[src/verilog/lsf_pkg.sv]
// Package for the LED sink fault-status logic: sizes, modes and carriers
// How it works
// A 16-bit shift register and output latch drive sixteen sink channels.
// Open-load status reads 1 only when channel on and current meets threshold.
// Optional short detect: bit drops at trip, returns only below release level.
// Global overtemperature turns every channel off and zeroes every status bit.
// A channel overtemperature turns off and zeroes only that channel.
// Cooled channels restart by themselves if their latch bit is still on.
// An overtemperature zero stays stored after cooling until cleared.
// Entering normal mode clears all per-channel error status bits; code clears trip_mem_reg only, not short_ok_reg.
// Channel overtemperature counts only while that channel is on.
// Enable pattern 101 starts switching; latch level at fourth edge picks mode.
// Special mode, enable low: second low selects status, third captures it.
// After reset the block is in normal mode with status cleared.
// Normal mode: latch strobe high loads outputs; enable low lets sinks run.
// Each status bit loads into the shift position of its channel data bit.
// Short detection is a build option; off leaves open-load and overheat only.
package lsf_pkg;
  localparam int          LSF_CH       = 16;
  localparam logic [15:0] LSF_ZERO16   = 16'h0000;
  localparam logic [1:0]  LSF_CNT_MAX  = 2'h3;
  localparam logic [1:0]  LSF_SW_EDGES = 2'h2;
  localparam logic [1:0]  LSF_LOW_SEL  = 2'h2;
  localparam logic [1:0]  LSF_LOW_CAP  = 2'h3;

  typedef enum logic [1:0] {LSF_NORMAL, LSF_SWITCH, LSF_SPECIAL} lsf_mode_e;

  typedef struct packed {
    logic [15:0] cur_ok;
    logic [15:0] v_trip;
    logic [15:0] v_release;
    logic [15:0] ot_chan;
    logic        ot_glob;
  } lsf_sense_s;
endpackage

[src/verilog/lsf_led_sink.sv]
// Fault-status and channel control logic of the sixteen-channel sink driver
`timescale 1ns/1ps
module lsf_led_sink
  import lsf_pkg::*;
#(
  parameter bit SHORT_DET = 1'b1
) (
  input  wire logic        i_sys_clk,
  input  wire logic        i_rst_n,
  input  wire logic        i_serial_in,
  input  wire logic        i_latch_strobe_mode_select,
  input  wire logic        i_output_enable_detect_strobe_n,
  input  wire lsf_sense_s  i_sense,
  output logic             o_serial_out,
  output logic [15:0]      o_sink_channel,
  output logic             o_special_mode
);

  // ------------------------------------------------------------------
  // Input synchronisers
  // ------------------------------------------------------------------
  logic [2:0]  pin_s1_reg, pin_s2_reg;
  lsf_sense_s  sen_s1_reg, sen_s2_reg;
  always_ff @(posedge i_sys_clk or negedge i_rst_n) begin
    if (!i_rst_n) begin
      // Idle pin levels, so the pulse detector sees no edge after reset
      pin_s1_reg <= 3'h4;
      pin_s2_reg <= 3'h4;
      sen_s1_reg <= '0;
      sen_s2_reg <= '0;
    end else begin
      pin_s1_reg <= {i_output_enable_detect_strobe_n,
                     i_latch_strobe_mode_select, i_serial_in};
      pin_s2_reg <= pin_s1_reg;
      sen_s1_reg <= i_sense;
      sen_s2_reg <= sen_s1_reg;
    end
  end
  logic serial_in, le, oe_n;
  assign serial_in  = pin_s2_reg[0];
  assign le   = pin_s2_reg[1];
  assign oe_n = pin_s2_reg[2];

  // ------------------------------------------------------------------
  // Mode switching
  // ------------------------------------------------------------------
  logic [1:0] oe_hist_reg;
  lsf_mode_e  mode_reg;
  logic [1:0] sw_cnt_reg;
  logic       pulse_seen;
  assign pulse_seen = oe_n && !oe_hist_reg[0] && oe_hist_reg[1];
  always_ff @(posedge i_sys_clk or negedge i_rst_n) begin
    if (!i_rst_n) begin
      oe_hist_reg <= 2'h3;
      mode_reg    <= LSF_NORMAL;
      sw_cnt_reg  <= 2'h0;
    end else begin
      oe_hist_reg <= {oe_hist_reg[0], oe_n};
      if (pulse_seen && mode_reg != LSF_SWITCH) begin
        mode_reg   <= LSF_SWITCH;
        sw_cnt_reg <= 2'h0;
      end else if (mode_reg == LSF_SWITCH) begin
        sw_cnt_reg <= sw_cnt_reg + 2'h1;
        // Pattern ends at edge 3; the next edge is the fourth
        if (sw_cnt_reg == 2'h0)
          mode_reg <= le ? LSF_SPECIAL : LSF_NORMAL;
      end
    end
  end
  logic to_normal;
  assign to_normal = mode_reg == LSF_SWITCH && sw_cnt_reg == 2'h0 && !le;

  // ------------------------------------------------------------------
  // Detect-low counter
  // ------------------------------------------------------------------
  logic [1:0] low_cnt_reg;
  always_ff @(posedge i_sys_clk or negedge i_rst_n) begin
    if (!i_rst_n)
      low_cnt_reg <= 2'h0;
    else if (oe_n || mode_reg != LSF_SPECIAL)
      low_cnt_reg <= 2'h0;
    else if (low_cnt_reg != LSF_CNT_MAX)
      low_cnt_reg <= low_cnt_reg + 2'h1;
  end
  logic capture;
  // Count already holds two lows, so this edge is the third or later
  assign capture = mode_reg == LSF_SPECIAL && !oe_n
                   && low_cnt_reg >= LSF_LOW_SEL;

  // ------------------------------------------------------------------
  // Shift register and output latch
  // ------------------------------------------------------------------
  logic [15:0] shift_reg, latch_reg, status_reg, trip_mem_reg;
  always_ff @(posedge i_sys_clk or negedge i_rst_n) begin
    if (!i_rst_n)
      shift_reg <= LSF_ZERO16;
    else if (capture)
      shift_reg <= status_reg;
    else if (!(mode_reg == LSF_SPECIAL && !oe_n))
      shift_reg <= {shift_reg[14:0], serial_in};
  end
  always_ff @(posedge i_sys_clk or negedge i_rst_n) begin
    if (!i_rst_n) begin
      latch_reg <= LSF_ZERO16;
    end else if (le && mode_reg == LSF_NORMAL) begin
      latch_reg <= shift_reg;
    end
    // Strobe outside normal mode would feed the gain code, which has no
    // analog stage behind it here, so it is not stored at all
  end

  // ------------------------------------------------------------------
  // Per-channel status and drive
  // ------------------------------------------------------------------
  logic [15:0] short_ok_reg, drive;
  genvar g;
  generate
    for (g = 0; g < LSF_CH; g++) begin : g_ch
      logic on_cmd, hot;
      assign on_cmd = latch_reg[g] && !oe_n;
      assign hot    = sen_s2_reg.ot_glob || (on_cmd && sen_s2_reg.ot_chan[g]);
      assign drive[g] = on_cmd && !hot;
      always_ff @(posedge i_sys_clk or negedge i_rst_n) begin
        if (!i_rst_n) begin
          short_ok_reg[g] <= 1'b1;
          trip_mem_reg[g] <= 1'b0;
        end else begin
          if (sen_s2_reg.v_trip[g])
            short_ok_reg[g] <= 1'b0;
          else if (sen_s2_reg.v_release[g])
            short_ok_reg[g] <= 1'b1;
          if (hot)
            trip_mem_reg[g] <= 1'b1;
          else if (to_normal)
            trip_mem_reg[g] <= 1'b0;
        end
      end
      always_ff @(posedge i_sys_clk or negedge i_rst_n) begin
        if (!i_rst_n)
          status_reg[g] <= 1'b0;
        else
          status_reg[g] <= drive[g] && sen_s2_reg.cur_ok[g]
                           && (!SHORT_DET || short_ok_reg[g])
                           && !trip_mem_reg[g] && !hot;
      end
    end
  endgenerate

  always_ff @(posedge i_sys_clk or negedge i_rst_n) begin
    if (!i_rst_n) begin
      o_sink_channel <= LSF_ZERO16;
      o_serial_out   <= 1'b0;
      o_special_mode <= 1'b0;
    end else begin
      o_sink_channel <= drive;
      o_serial_out   <= shift_reg[15];
      o_special_mode <= mode_reg == LSF_SPECIAL;
    end
  end

  // ------------------------------------------------------------------
  // Assertions
  // ------------------------------------------------------------------
  a_global_off: assert property (
    @(posedge i_sys_clk) disable iff (!i_rst_n)
    sen_s2_reg.ot_glob |=> o_sink_channel == LSF_ZERO16)
    else $error("channel on during global overtemperature");
  a_glob_status: assert property (
    @(posedge i_sys_clk) disable iff (!i_rst_n)
    sen_s2_reg.ot_glob |=> status_reg == LSF_ZERO16)
    else $error("status not zero after global overtemperature");
  a_chan_off: assert property (
    @(posedge i_sys_clk) disable iff (!i_rst_n)
    sen_s2_reg.ot_chan[0] && latch_reg[0] && !oe_n |=> !o_sink_channel[0])
    else $error("channel 0 stayed on while hot");
  a_resume: assert property (
    @(posedge i_sys_clk) disable iff (!i_rst_n)
    latch_reg[0] && !oe_n && !sen_s2_reg.ot_glob && !sen_s2_reg.ot_chan[0]
    |=> o_sink_channel[0])
    else $error("channel 0 did not resume");
  a_trip_held: assert property (
    @(posedge i_sys_clk) disable iff (!i_rst_n)
    trip_mem_reg[0] && !to_normal |=> trip_mem_reg[0] && !status_reg[0])
    else $error("trip memory lost");
  a_normal_clr: assert property (
    @(posedge i_sys_clk) disable iff (!i_rst_n)
    to_normal && !sen_s2_reg.ot_glob && sen_s2_reg.ot_chan == LSF_ZERO16
    |=> trip_mem_reg == LSF_ZERO16)
    else $error("errors not cleared on normal entry");
  a_mode_pick: assert property (
    @(posedge i_sys_clk) disable iff (!i_rst_n)
    mode_reg == LSF_SWITCH && sw_cnt_reg == 2'h0
    |=> mode_reg == ($past(le) ? LSF_SPECIAL : LSF_NORMAL))
    else $error("wrong mode after switching");
  a_pulse_enter: assert property (
    @(posedge i_sys_clk) disable iff (!i_rst_n)
    pulse_seen && mode_reg != LSF_SWITCH |=> mode_reg == LSF_SWITCH)
    else $error("enable pulse did not start switching");
  a_capture: assert property (
    @(posedge i_sys_clk) disable iff (!i_rst_n)
    capture |=> shift_reg == $past(status_reg))
    else $error("status not captured");
  a_shift_hold: assert property (
    @(posedge i_sys_clk) disable iff (!i_rst_n)
    mode_reg == LSF_SPECIAL && !oe_n && !capture
    |=> shift_reg == $past(shift_reg))
    else $error("serial data shifted during detection");
  a_latch_load: assert property (
    @(posedge i_sys_clk) disable iff (!i_rst_n)
    le && mode_reg == LSF_NORMAL |=> latch_reg == $past(shift_reg))
    else $error("output latch not loaded");
  a_latch_keep: assert property (
    @(posedge i_sys_clk) disable iff (!i_rst_n)
    mode_reg != LSF_NORMAL |=> latch_reg == $past(latch_reg))
    else $error("output latch loaded outside normal mode");
  a_status_ok: assert property (
    @(posedge i_sys_clk) disable iff (!i_rst_n)
    drive[0] && sen_s2_reg.cur_ok[0] && short_ok_reg[0]
    && !trip_mem_reg[0] |=> status_reg[0])
    else $error("status low on a healthy channel");
  a_short_stat: assert property (
    @(posedge i_sys_clk) disable iff (!i_rst_n)
    SHORT_DET && !short_ok_reg[0] |=> !status_reg[0])
    else $error("shorted channel reported healthy");
  a_off_zero: assert property (
    @(posedge i_sys_clk) disable iff (!i_rst_n)
    oe_n || !latch_reg[0] |=> !status_reg[0])
    else $error("status high on an off channel");
  c_special: cover property (@(posedge i_sys_clk) mode_reg == LSF_SPECIAL);
  c_capture: cover property (@(posedge i_sys_clk) capture);
  c_glob: cover property (@(posedge i_sys_clk) sen_s2_reg.ot_glob);
  c_to_normal: cover property (@(posedge i_sys_clk) to_normal);
  c_short: cover property (@(posedge i_sys_clk) !short_ok_reg[0]);
endmodule

[config.mk]
export PLATFORM = sky130hd
export DESIGN_NAME = lsf_led_sink
export DESIGN_NICKNAME = d
export VERILOG_FILES = /design/src/verilog/lsf_pkg.sv /design/src/verilog/lsf_led_sink.sv
export SDC_FILE = /design/constraint.sdc
export NUM_CORES = 1
export LEC_CHECK = 0
export BUFFER_PORTS_ARGS = -buffer_cell sky130_fd_sc_hd__buf_2
export CAP_MARGIN = 30
export CORE_ASPECT_RATIO = 0.9
export CORE_MARGIN = 5
export CORE_UTILIZATION = 55
export CTS_CLUSTER_SIZE = 30
export DETAILED_ROUTE_END_ITERATION = 16
export PLACE_DENSITY_LB_ADDON = 0.15
export SETUP_SLACK_MARGIN = 0.4
export SLEW_MARGIN = 20
export SYNTH_ARGS = -nofsm -noshare
export SYNTH_HDL_FRONTEND = slang
export SYNTH_SLANG_ARGS = --single-unit
[constraint.sdc]
create_clock -name i_sys_clk -period 2.4 [get_ports i_sys_clk]
set_input_delay 0.36 -clock i_sys_clk [delete_from_list [all_inputs] [get_ports i_sys_clk]]
set_output_delay 0.36 -clock i_sys_clk [all_outputs]
set_load 0.02 [all_outputs]
==> impl_table.tex, run 1 <==
\begin{tabular}{lr}
\hline
Metric & Value \\
\hline
\multicolumn{2}{l}{\textbf{Outcome}} \\
Status & complete, no violations \\
\multicolumn{2}{l}{\textbf{Place}} \\
Placer congestion estimate & 0.729 \\
Number of cells after detailed placement & 710 \\
Half-perimeter wire length after detailed placement & between 7 and 8 mm \\
Buffers added on ports & 87 \\
\multicolumn{2}{l}{\textbf{Power and ir drop}} \\
Int Pwr & 7.31 mW \\
Static Leakage & about 4.6 nW \\
Combinational cell fraction of total power & between 10\% and 20\% \\
PwrDens & 989 nW/um\^{}2 \\
Sequential share of power & around half \\
Worst vdd rail ir drop & approximately 0.66 mV \\
Switching power share of the total & roughly 24\% \\
Switch Pwr & between 2 and 2.5 mW \\
Clock share of power & between 30\% and 40\% \\
\multicolumn{2}{l}{\textbf{Critical path}} \\
Cell-by-cell listing of the critical path & nor2b\_1 -> nand3b\_4 -> a211o\_1 \\
Worst setup EP type & flip-flop \\
Category of the critical setup timing path & flip-flop to flip-flop \\
Critical path buffers and inverters & 0 \\
Arrival time reported for the critical path endpoint & 2180 ps \\
Category of the worst setup path launch point & flip-flop \\
Critical path data required time & 2770 ps \\
Slowest stage cell on the critical path & nor2b\_1 \\
Max FO, Critical Path & 16 \\
Largest delay share family, worst path & simple AND/OR/NAND/NOR gates \\
Maximum cell stage delay along the critical path & 510 ps \\
\multicolumn{2}{l}{\textbf{STA}} \\
Setup violators final & 0 \\
Final cycle utilization of the critical path & 75.1\% \\
Setup repair after global routing missed its margin & no \\
Worst rel slew slack & between 50\% and 60\% \\
Fin. max-slew vios & 0 \\
Setup TNS after final layout & 0 ps \\
Achievable Freq & $\sim$560 MHz \\
Hold violation count in the final report & 0 \\
Post-layout minimum cycle time & around 1800 ps \\
Transition time at the pin with the least slew margin & 746 ps \\
Worst Clk Skew & 11.7 ps \\
\multicolumn{2}{l}{\textbf{Floorplan}} \\
Total core area & $\sim$13000 um\^{}2 \\
Standard-cell row count & 40 \\
Starting utilization of the core area & 56.7\% \\
Die extent in x & 134 um \\
Area of the die & $\sim$16000 um\^{}2 \\
Die height & roughly 120 um \\
I/O pin cnt & 88 \\
\multicolumn{2}{l}{\textbf{Global routing}} \\
Maximum number of pins on one net before global-route repair & just under 80 \\
Antenna violations before repair & 0 \\
Global-route wire length before repair & between 20 and 25 mm \\
Total routing resource utilization after global routing & between 10\% and 20\% \\
Overflow left after global routing & 0 \\
Via count of the first global-routing pass & approximately 4500 \\
\multicolumn{2}{l}{\textbf{Drt}} \\
Post-detailed-routing wire length & between 10 and 15 mm \\
Final routed DRC violation total & 0 \\
Average wire length per cell after detail routing & 16.0 um \\
First DRT Iteration DRCs & around 170 \\
Vias after detailed routing & 4053 \\
Antenna Violating Nets Remaining & 0 \\
Detailed-router iteration count before antenna repair & 4 \\
Routed vias/inst & around 4.9 \\
\multicolumn{2}{l}{\textbf{Layout}} \\
Layout area overhead & 27.6\% \\
Antenna Diode Count & 0 \\
Most common cell after layout, fill and taps aside & dfrtp\_1 \\
Area of combinational cells with multiple inputs & approximately 1500 um\^{}2 \\
Top library cells by usage in the layout, fill and taps aside & dfrtp\_1 (222), buf\_2 (86), dlygate4sd3\_1 (69), nor2\_1 (63), clkbuf\_16 (23) \\
Layout net count & just over 700 \\
Flip-flop and latch area & $\sim$6100 um\^{}2 \\
Filler instances & $\sim$860 \\
Post-layout instance count excluding filler cells & 821 \\
Share of cells above drive strength 1 & 27.7\% \\
\multicolumn{2}{l}{\textbf{Synth}} \\
Mean Syn Cell Area & around 17 um\^{}2 \\
Synthesized netlist cell count & between 400 and 500 \\
Count of warnings emitted by yosys & 0 \\
Count of different cell masters after synthesis & 30 \\
Synthesis-stage register bit count & between 200 and 250 \\
Fraction of the yosys area taken by sequential cells & between 70\% and 80\% \\
Summed instance area of the synthesized netlist & 7630 um\^{}2 \\
Post-synth net total & 530 \\
\multicolumn{2}{l}{\textbf{Clock tree}} \\
Num CTS Buffers & 23 \\
Longest Clk Path Bufs & 3 \\
Clock-pin slew of the registers on the worst-case setup and hold paths & about 60 ps \\
Later-pin clock latency in the skew report & around 500 ps \\
TritonCTS clock tree & done \\
Count of cells resized by post-cts repair & 0 \\
Clock Tree Root & clkbuf\_16 \\
H-Tree Depth & 1 \\
\# clock sinks & $\sim$240 \\
Setup Fix Bufs, Post-CTS & 0 \\
\multicolumn{2}{l}{\textbf{Hold path}} \\
Path class of the lowest-slack min-delay path & flip-flop to flip-flop \\
\multicolumn{2}{l}{\textbf{Run}} \\
\# Max-Cap Violations & 0 \\
\hline
\end{tabular}
## power by group through the flow
stage,clock [mW],combinational (mW),sequential (mW)
global placement,0,1.11,5.00
detailed placement,0,1.17,5.03
finish,3.42,1.25,4.96
global route,3.67,1.39,5.03
floorplan,0,0.806,4.95
CTS,3.51,1.27,4.97
## worst paths after layout
kind	from	to	slack, ps	depth (start not counted)
min	sen_s1_reg[43]	sen_s2_reg[43]	340	0
max in group asynchronous	i_rst_n	short_ok_reg[11]	1190	3
max reg2reg	mode_reg[0]	trip_mem_reg[6]	600	3
max	mode_reg[0]	trip_mem_reg[6]	600	3
min reg2reg	sen_s1_reg[43]	sen_s2_reg[43]	340	0
min in group asynchronous	i_rst_n	sen_s2_reg[61]	420	2
## metal layers
| metal | GRT usage (%) | vias up | wire, um |
|---|---|---|---|
| met2 | 29.3 | 77 | 6640 |
| met4 | 4.26 | 0 | 251 |
| met5 | 0 | - | 0 |
| met3 | 3.51 | 23 | 560 |
| met1 | 22.7 | 2055 | 5690 |
| li1 | - | 1898 | - |
## timing repair
item                                    in CTS  in global routing
endpoints found under the setup margin       0                  0
endpoints found under the hold margin      133                  0
hold buffers                                69                  0
## cells in the mapped netlist
master,number,share of area (%)
dfrtp_1,222,73
nor2_1,63,3.1
dfstp_2,20,6.9
nand2_1,19,0.93
mux2i_1,17,2.2
a21oi_1,16,1.0
and4b_1,16,2.1
mux2_2,16,2.4
a211o_1,15,1.7
nor3b_4,10,2.5
nor3b_1,6,0.59
clkbuf_1,4,0.20
inv_1,4,0.20
buf_2,3,0.20
buf_4,3,0.30
ha_1,3,0.49
nor2b_1,3,0.25
and2_1,2,0.16
buf_6,2,0.30
nor3b_2,2,0.33
o21ai_0,2,0.13
a221o_1,1,0.13
a22oi_1,1,0.098
a32o_1,1,0.13
buf_12,1,0.26
nand3b_1,1,0.098
nand3b_4,1,0.26
nor2_2,1,0.082
or2_1,1,0.082
xnor2_1,1,0.11
## layout make-up
cell class              instances  area share, %
multi-input cells             198           14.9
clock inverters                 5          0.578
well taps                     168           2.16
flip-flops and latches        242           62.5
clock buffers                  37           6.86
repair buffers                167           12.9
inverters                       4          0.154
## kinds of logic (layout without fill, tap and decap cells)
group	after synthesis	count (layout)	synth area share (%)
AOI/OAI and AO/OA	36	36	3.26
DFF	242	242	79.7
and+or+nand+nor	125	125	10.4
muxes	33	33	4.59
xor gates and xnor gates	1	1	0.115
buffers and inverters	17	213	1.44
adders and majority gates	3	3	0.492
## through the flow
step	hold WS [ps]	cell area [um^2]	power [mW]	setup slack, ps	utilization, %
floorplan	64.4	7630	5.76	839	-
global placement	332	8310	6.11	666	61.7
detailed placement	335	8320	6.20	618	61.8
CTS	345	9740	9.75	592	72.3
global route	352	9740	10.1	454	72.3
finish	345	9740	9.63	598	72.3
Note: power is estimated with default switching activity, not from simulation.
==> run 2: changes to the inputs <==
==> constraint.sdc (replaced) <==
create_clock -name i_sys_clk -period 1.8 [get_ports i_sys_clk]
set_input_delay 0.27 -clock i_sys_clk [delete_from_list [all_inputs] [get_ports i_sys_clk]]
set_output_delay 0.27 -clock i_sys_clk [all_outputs]
set_load 0.02 [all_outputs]
==> run 2 against run 1 <==
  * Flip-flop and latch count stayed put
  * Design area is 2.2% higher
  * Largest cell class unchanged
  * Non-clock buffer count is 10 higher
  * Highest routed layer unchanged
  * Largest power group unchanged
  * Critical endpoint is now trip_mem_reg[5]
==> impl_table.tex, run 2 (synthesis results as in run 1) <==
\begin{tabular}{lr}
\hline
Metric & Value \\
\hline
\multicolumn{2}{l}{\textbf{Outcome}} \\
Status & complete, no violations (unchanged) \\
\multicolumn{2}{l}{\textbf{Power and ir drop}} \\
Static Leakage & 4.71 nW (was 4.60 nW) \\
Post-layout total power & 13.1 mW (was 9.63 mW) \\
Worst vdd rail ir drop & 1.20 mV (was 0.664 mV) \\
PwrDens & 1320 nW/um\^{}2 (was 989 nW/um\^{}2) \\
\multicolumn{2}{l}{\textbf{Global routing}} \\
Maximum number of pins on one net before global-route repair & 60 (was 79) \\
Total routing resource utilization after global routing & 17.6\% (was 17.1\%) \\
Via count of the first global-routing pass & 4527 (was 4512) \\
Overflow left after global routing & 0 (unchanged) \\
Antenna violations before repair & 0 (unchanged) \\
Global-route wire length before repair & 22.7 mm (was 22.4 mm) \\
\multicolumn{2}{l}{\textbf{Critical path}} \\
Worst setup EP type & flip-flop (unchanged) \\
Arrival time reported for the critical path endpoint & 1760 ps (was 2180 ps) \\
Cell-by-cell listing of the critical path & nor2b\_4 -> nand3b\_4 -> a221o\_1 (was nor2b\_1 -> nand3b\_4 -> a211o\_1) \\
Category of the worst setup path launch point & flip-flop (unchanged) \\
Largest delay share family, worst path & simple AND/OR/NAND/NOR gates (unchanged) \\
Endpoint of the lowest-slack register-to-register path & trip\_mem\_reg[5] (was trip\_mem\_reg[6]) \\
Maximum cell stage delay along the critical path & 440 ps (was 510 ps) \\
Category of the critical setup timing path & flip-flop to flip-flop (unchanged) \\
Beginning of the worst register-to-register path & mode\_reg[0] (unchanged) \\
Critical path data required time & 2180 ps (was 2770 ps) \\
Reg2Reg Depth & 3 (unchanged) \\
Max FO, Critical Path & 8 (was 16) \\
Slowest stage cell on the critical path & dfrtp\_2 (was nor2b\_1) \\
Critical path buffers and inverters & 0 (unchanged) \\
Reg2Reg Setup Slack & 420 ps (was 600 ps) \\
\multicolumn{2}{l}{\textbf{Layout}} \\
Most common cell after layout, fill and taps aside & dfrtp\_1 (unchanged) \\
Area of combinational cells with multiple inputs & 1520 um\^{}2 (was 1460 um\^{}2) \\
Post-layout instance count excluding filler cells & 832 (was 821) \\
Filler instances & 836 (was 862) \\
Share of cells above drive strength 1 & 30.7\% (was 27.7\%) \\
Top library cells by usage in the layout, fill and taps aside & dfrtp\_1 (219), buf\_2 (86), dlygate4sd3\_1 (69), nor2\_1 (63), clkbuf\_16 (23) (was dfrtp\_1 (222), buf\_2 (86), dlygate4sd3\_1 (69), nor2\_1 (63), clkbuf\_16 (23)) \\
Post-route cell area & 9950 um\^{}2 (was 9740 um\^{}2) \\
Layout net count & 720 (was 709) \\
Antenna Diode Count & 0 (unchanged) \\
Post-layout util & 73.9\% (was 72.3\%) \\
Flip-flop and latch area & 6080 um\^{}2 (about the same) \\
Layout area overhead & 30.3\% (was 27.6\%) \\
\multicolumn{2}{l}{\textbf{STA}} \\
Hold violation count in the final report & 0 (unchanged) \\
Achievable Freq & 725 MHz (was 555 MHz) \\
Worst Hold Margin & 302 ps (was 345 ps) \\
Setup repair after global routing missed its margin & yes (was no) \\
Setup violators final & 0 (unchanged) \\
Transition time at the pin with the least slew margin & 472 ps (was 746 ps) \\
Worst rel slew slack & 68.5\% (was 50.3\%) \\
Post-layout minimum cycle time & 1380 ps (was 1800 ps) \\
Worst Clk Skew & 17.6 ps (was 11.7 ps) \\
Final cycle utilization of the critical path & 76.6\% (was 75.1\%) \\
Setup TNS after final layout & 0 ps (unchanged) \\
Fin. max-slew vios & 0 (unchanged) \\
Min setup slack post-route & 420 ps (was 598 ps) \\
\multicolumn{2}{l}{\textbf{Clock tree}} \\
\# clock sinks & 242 (unchanged) \\
TritonCTS clock tree & done (unchanged) \\
H-Tree Depth & 1 (unchanged) \\
Clock Tree Root & clkbuf\_16 (unchanged) \\
Clock-pin slew of the registers on the worst-case setup and hold paths & 60 ps (about the same) \\
Longest Clk Path Bufs & 3 (unchanged) \\
Num CTS Buffers & 23 (unchanged) \\
Later-pin clock latency in the skew report & 510 ps (was 500 ps) \\
\multicolumn{2}{l}{\textbf{Drt}} \\
First DRT Iteration DRCs & 118 (was 172) \\
Post-detailed-routing wire length & 13.6 mm (was 13.1 mm) \\
Routed vias/inst & 4.90 (was 4.94) \\
Average wire length per cell after detail routing & 16.4 um (was 16.0 um) \\
Final routed DRC violation total & 0 (unchanged) \\
Detailed-router iteration count before antenna repair & 4 (unchanged) \\
Vias after detailed routing & 4074 (was 4053) \\
Antenna Violating Nets Remaining & 0 (unchanged) \\
\multicolumn{2}{l}{\textbf{Place}} \\
Number of cells after detailed placement & 718 (was 710) \\
Worst slack after detailed placement & 262 ps (was 618 ps) \\
Placed standard-cell area & 8390 um\^{}2 (was 8320 um\^{}2) \\
Placer congestion estimate & 0.706 (was 0.729) \\
Buffers added on ports & 87 (unchanged) \\
Half-perimeter wire length after detailed placement & 7.89 mm (was 7.56 mm) \\
\multicolumn{2}{l}{\textbf{Floorplan}} \\
Standard-cell row count & 40 (unchanged) \\
Starting utilization of the core area & 56.7\% (unchanged) \\
Area of the die & 16300 um\^{}2 (unchanged) \\
I/O pin cnt & 88 (unchanged) \\
Die extent in x & 134 um (unchanged) \\
Die height & 122 um (unchanged) \\
Total core area & 13500 um\^{}2 (unchanged) \\
\multicolumn{2}{l}{\textbf{Run}} \\
\# Max-Cap Violations & 0 (unchanged) \\
\multicolumn{2}{l}{\textbf{Hold path}} \\
Path class of the lowest-slack min-delay path & primary input to async pin (was flip-flop to flip-flop) \\
\hline
\end{tabular}
==> run 2: changes by cell type in the layout (fill, tap and decap cells not counted), moves of 2 or more <==
cell and delta:
buf_6 +6, clkbuf_8 +6, clkbuf_1 -4, buf_4 +3, dfrtp_1 -3, dfrtp_2 +3, ha_1 -2, ha_4 +2
==> run 2: power by group <==
part / switching (mW) / internal [mW] / leakage [nW] / total (mW)
registers: 0.453 / 6.16 / 2.81 / 6.61
logic: 0.843 / 1.01 / 1.52 / 1.86
clock network: 1.88 / 2.77 / 0.375 / 4.65
total: 3.18 / 9.95 / 4.71 / 13.1
==> run 2: per-layer routing <==
layer / GRT usage [%] / share of wire [%]
met1: 23.4 / 43
met2: 30.5 / 50
met3: 3.51 / 4.3
met4: 4.33 / 2.2
met5: 0 / 0
==> run 2: worst reg2reg max path: cells and delay by family (launching register included) <==
| kind | cells | cell delay (ps) |
|---|---|---|
| simple gates | 2 | 470 |
| flops | 1 | 440 |
| compound gates | 1 | 340 |
==> run 2: cell type report <==
class / count / area share [%]
timing repair buffer: 177 / 13.7
inverter: 4 / 0.151
multi-input combinational: 199 / 15.3
clock buffer: 39 / 7.39
sequential: 242 / 61.2
clock inverter: 3 / 0.189
tap: 168 / 2.11
==> run 2: timing repair <==
action                     4_1_cts  5_1_grt
pin swaps                        1       12
setup buffers                    1        1
cloned                           1        0
hold endpoints to repair       115        0
setup endpoints to repair       49       43
hold buffers                    69        0
gates resized for setup         10       10
==> run 2: how the worst max path moves through the flow <==
stage                           start          endpoint  cells past startpoint
after floorplan           mode_reg[0]   trip_mem_reg[0]                      5
after global placement    mode_reg[0]   trip_mem_reg[5]                      3
after detailed placement  mode_reg[0]  trip_mem_reg[14]                      3
after CTS                 mode_reg[1]      latch_reg[9]                      3
after global routing      mode_reg[1]     latch_reg[13]                      3
final                     mode_reg[0]   trip_mem_reg[5]                      3
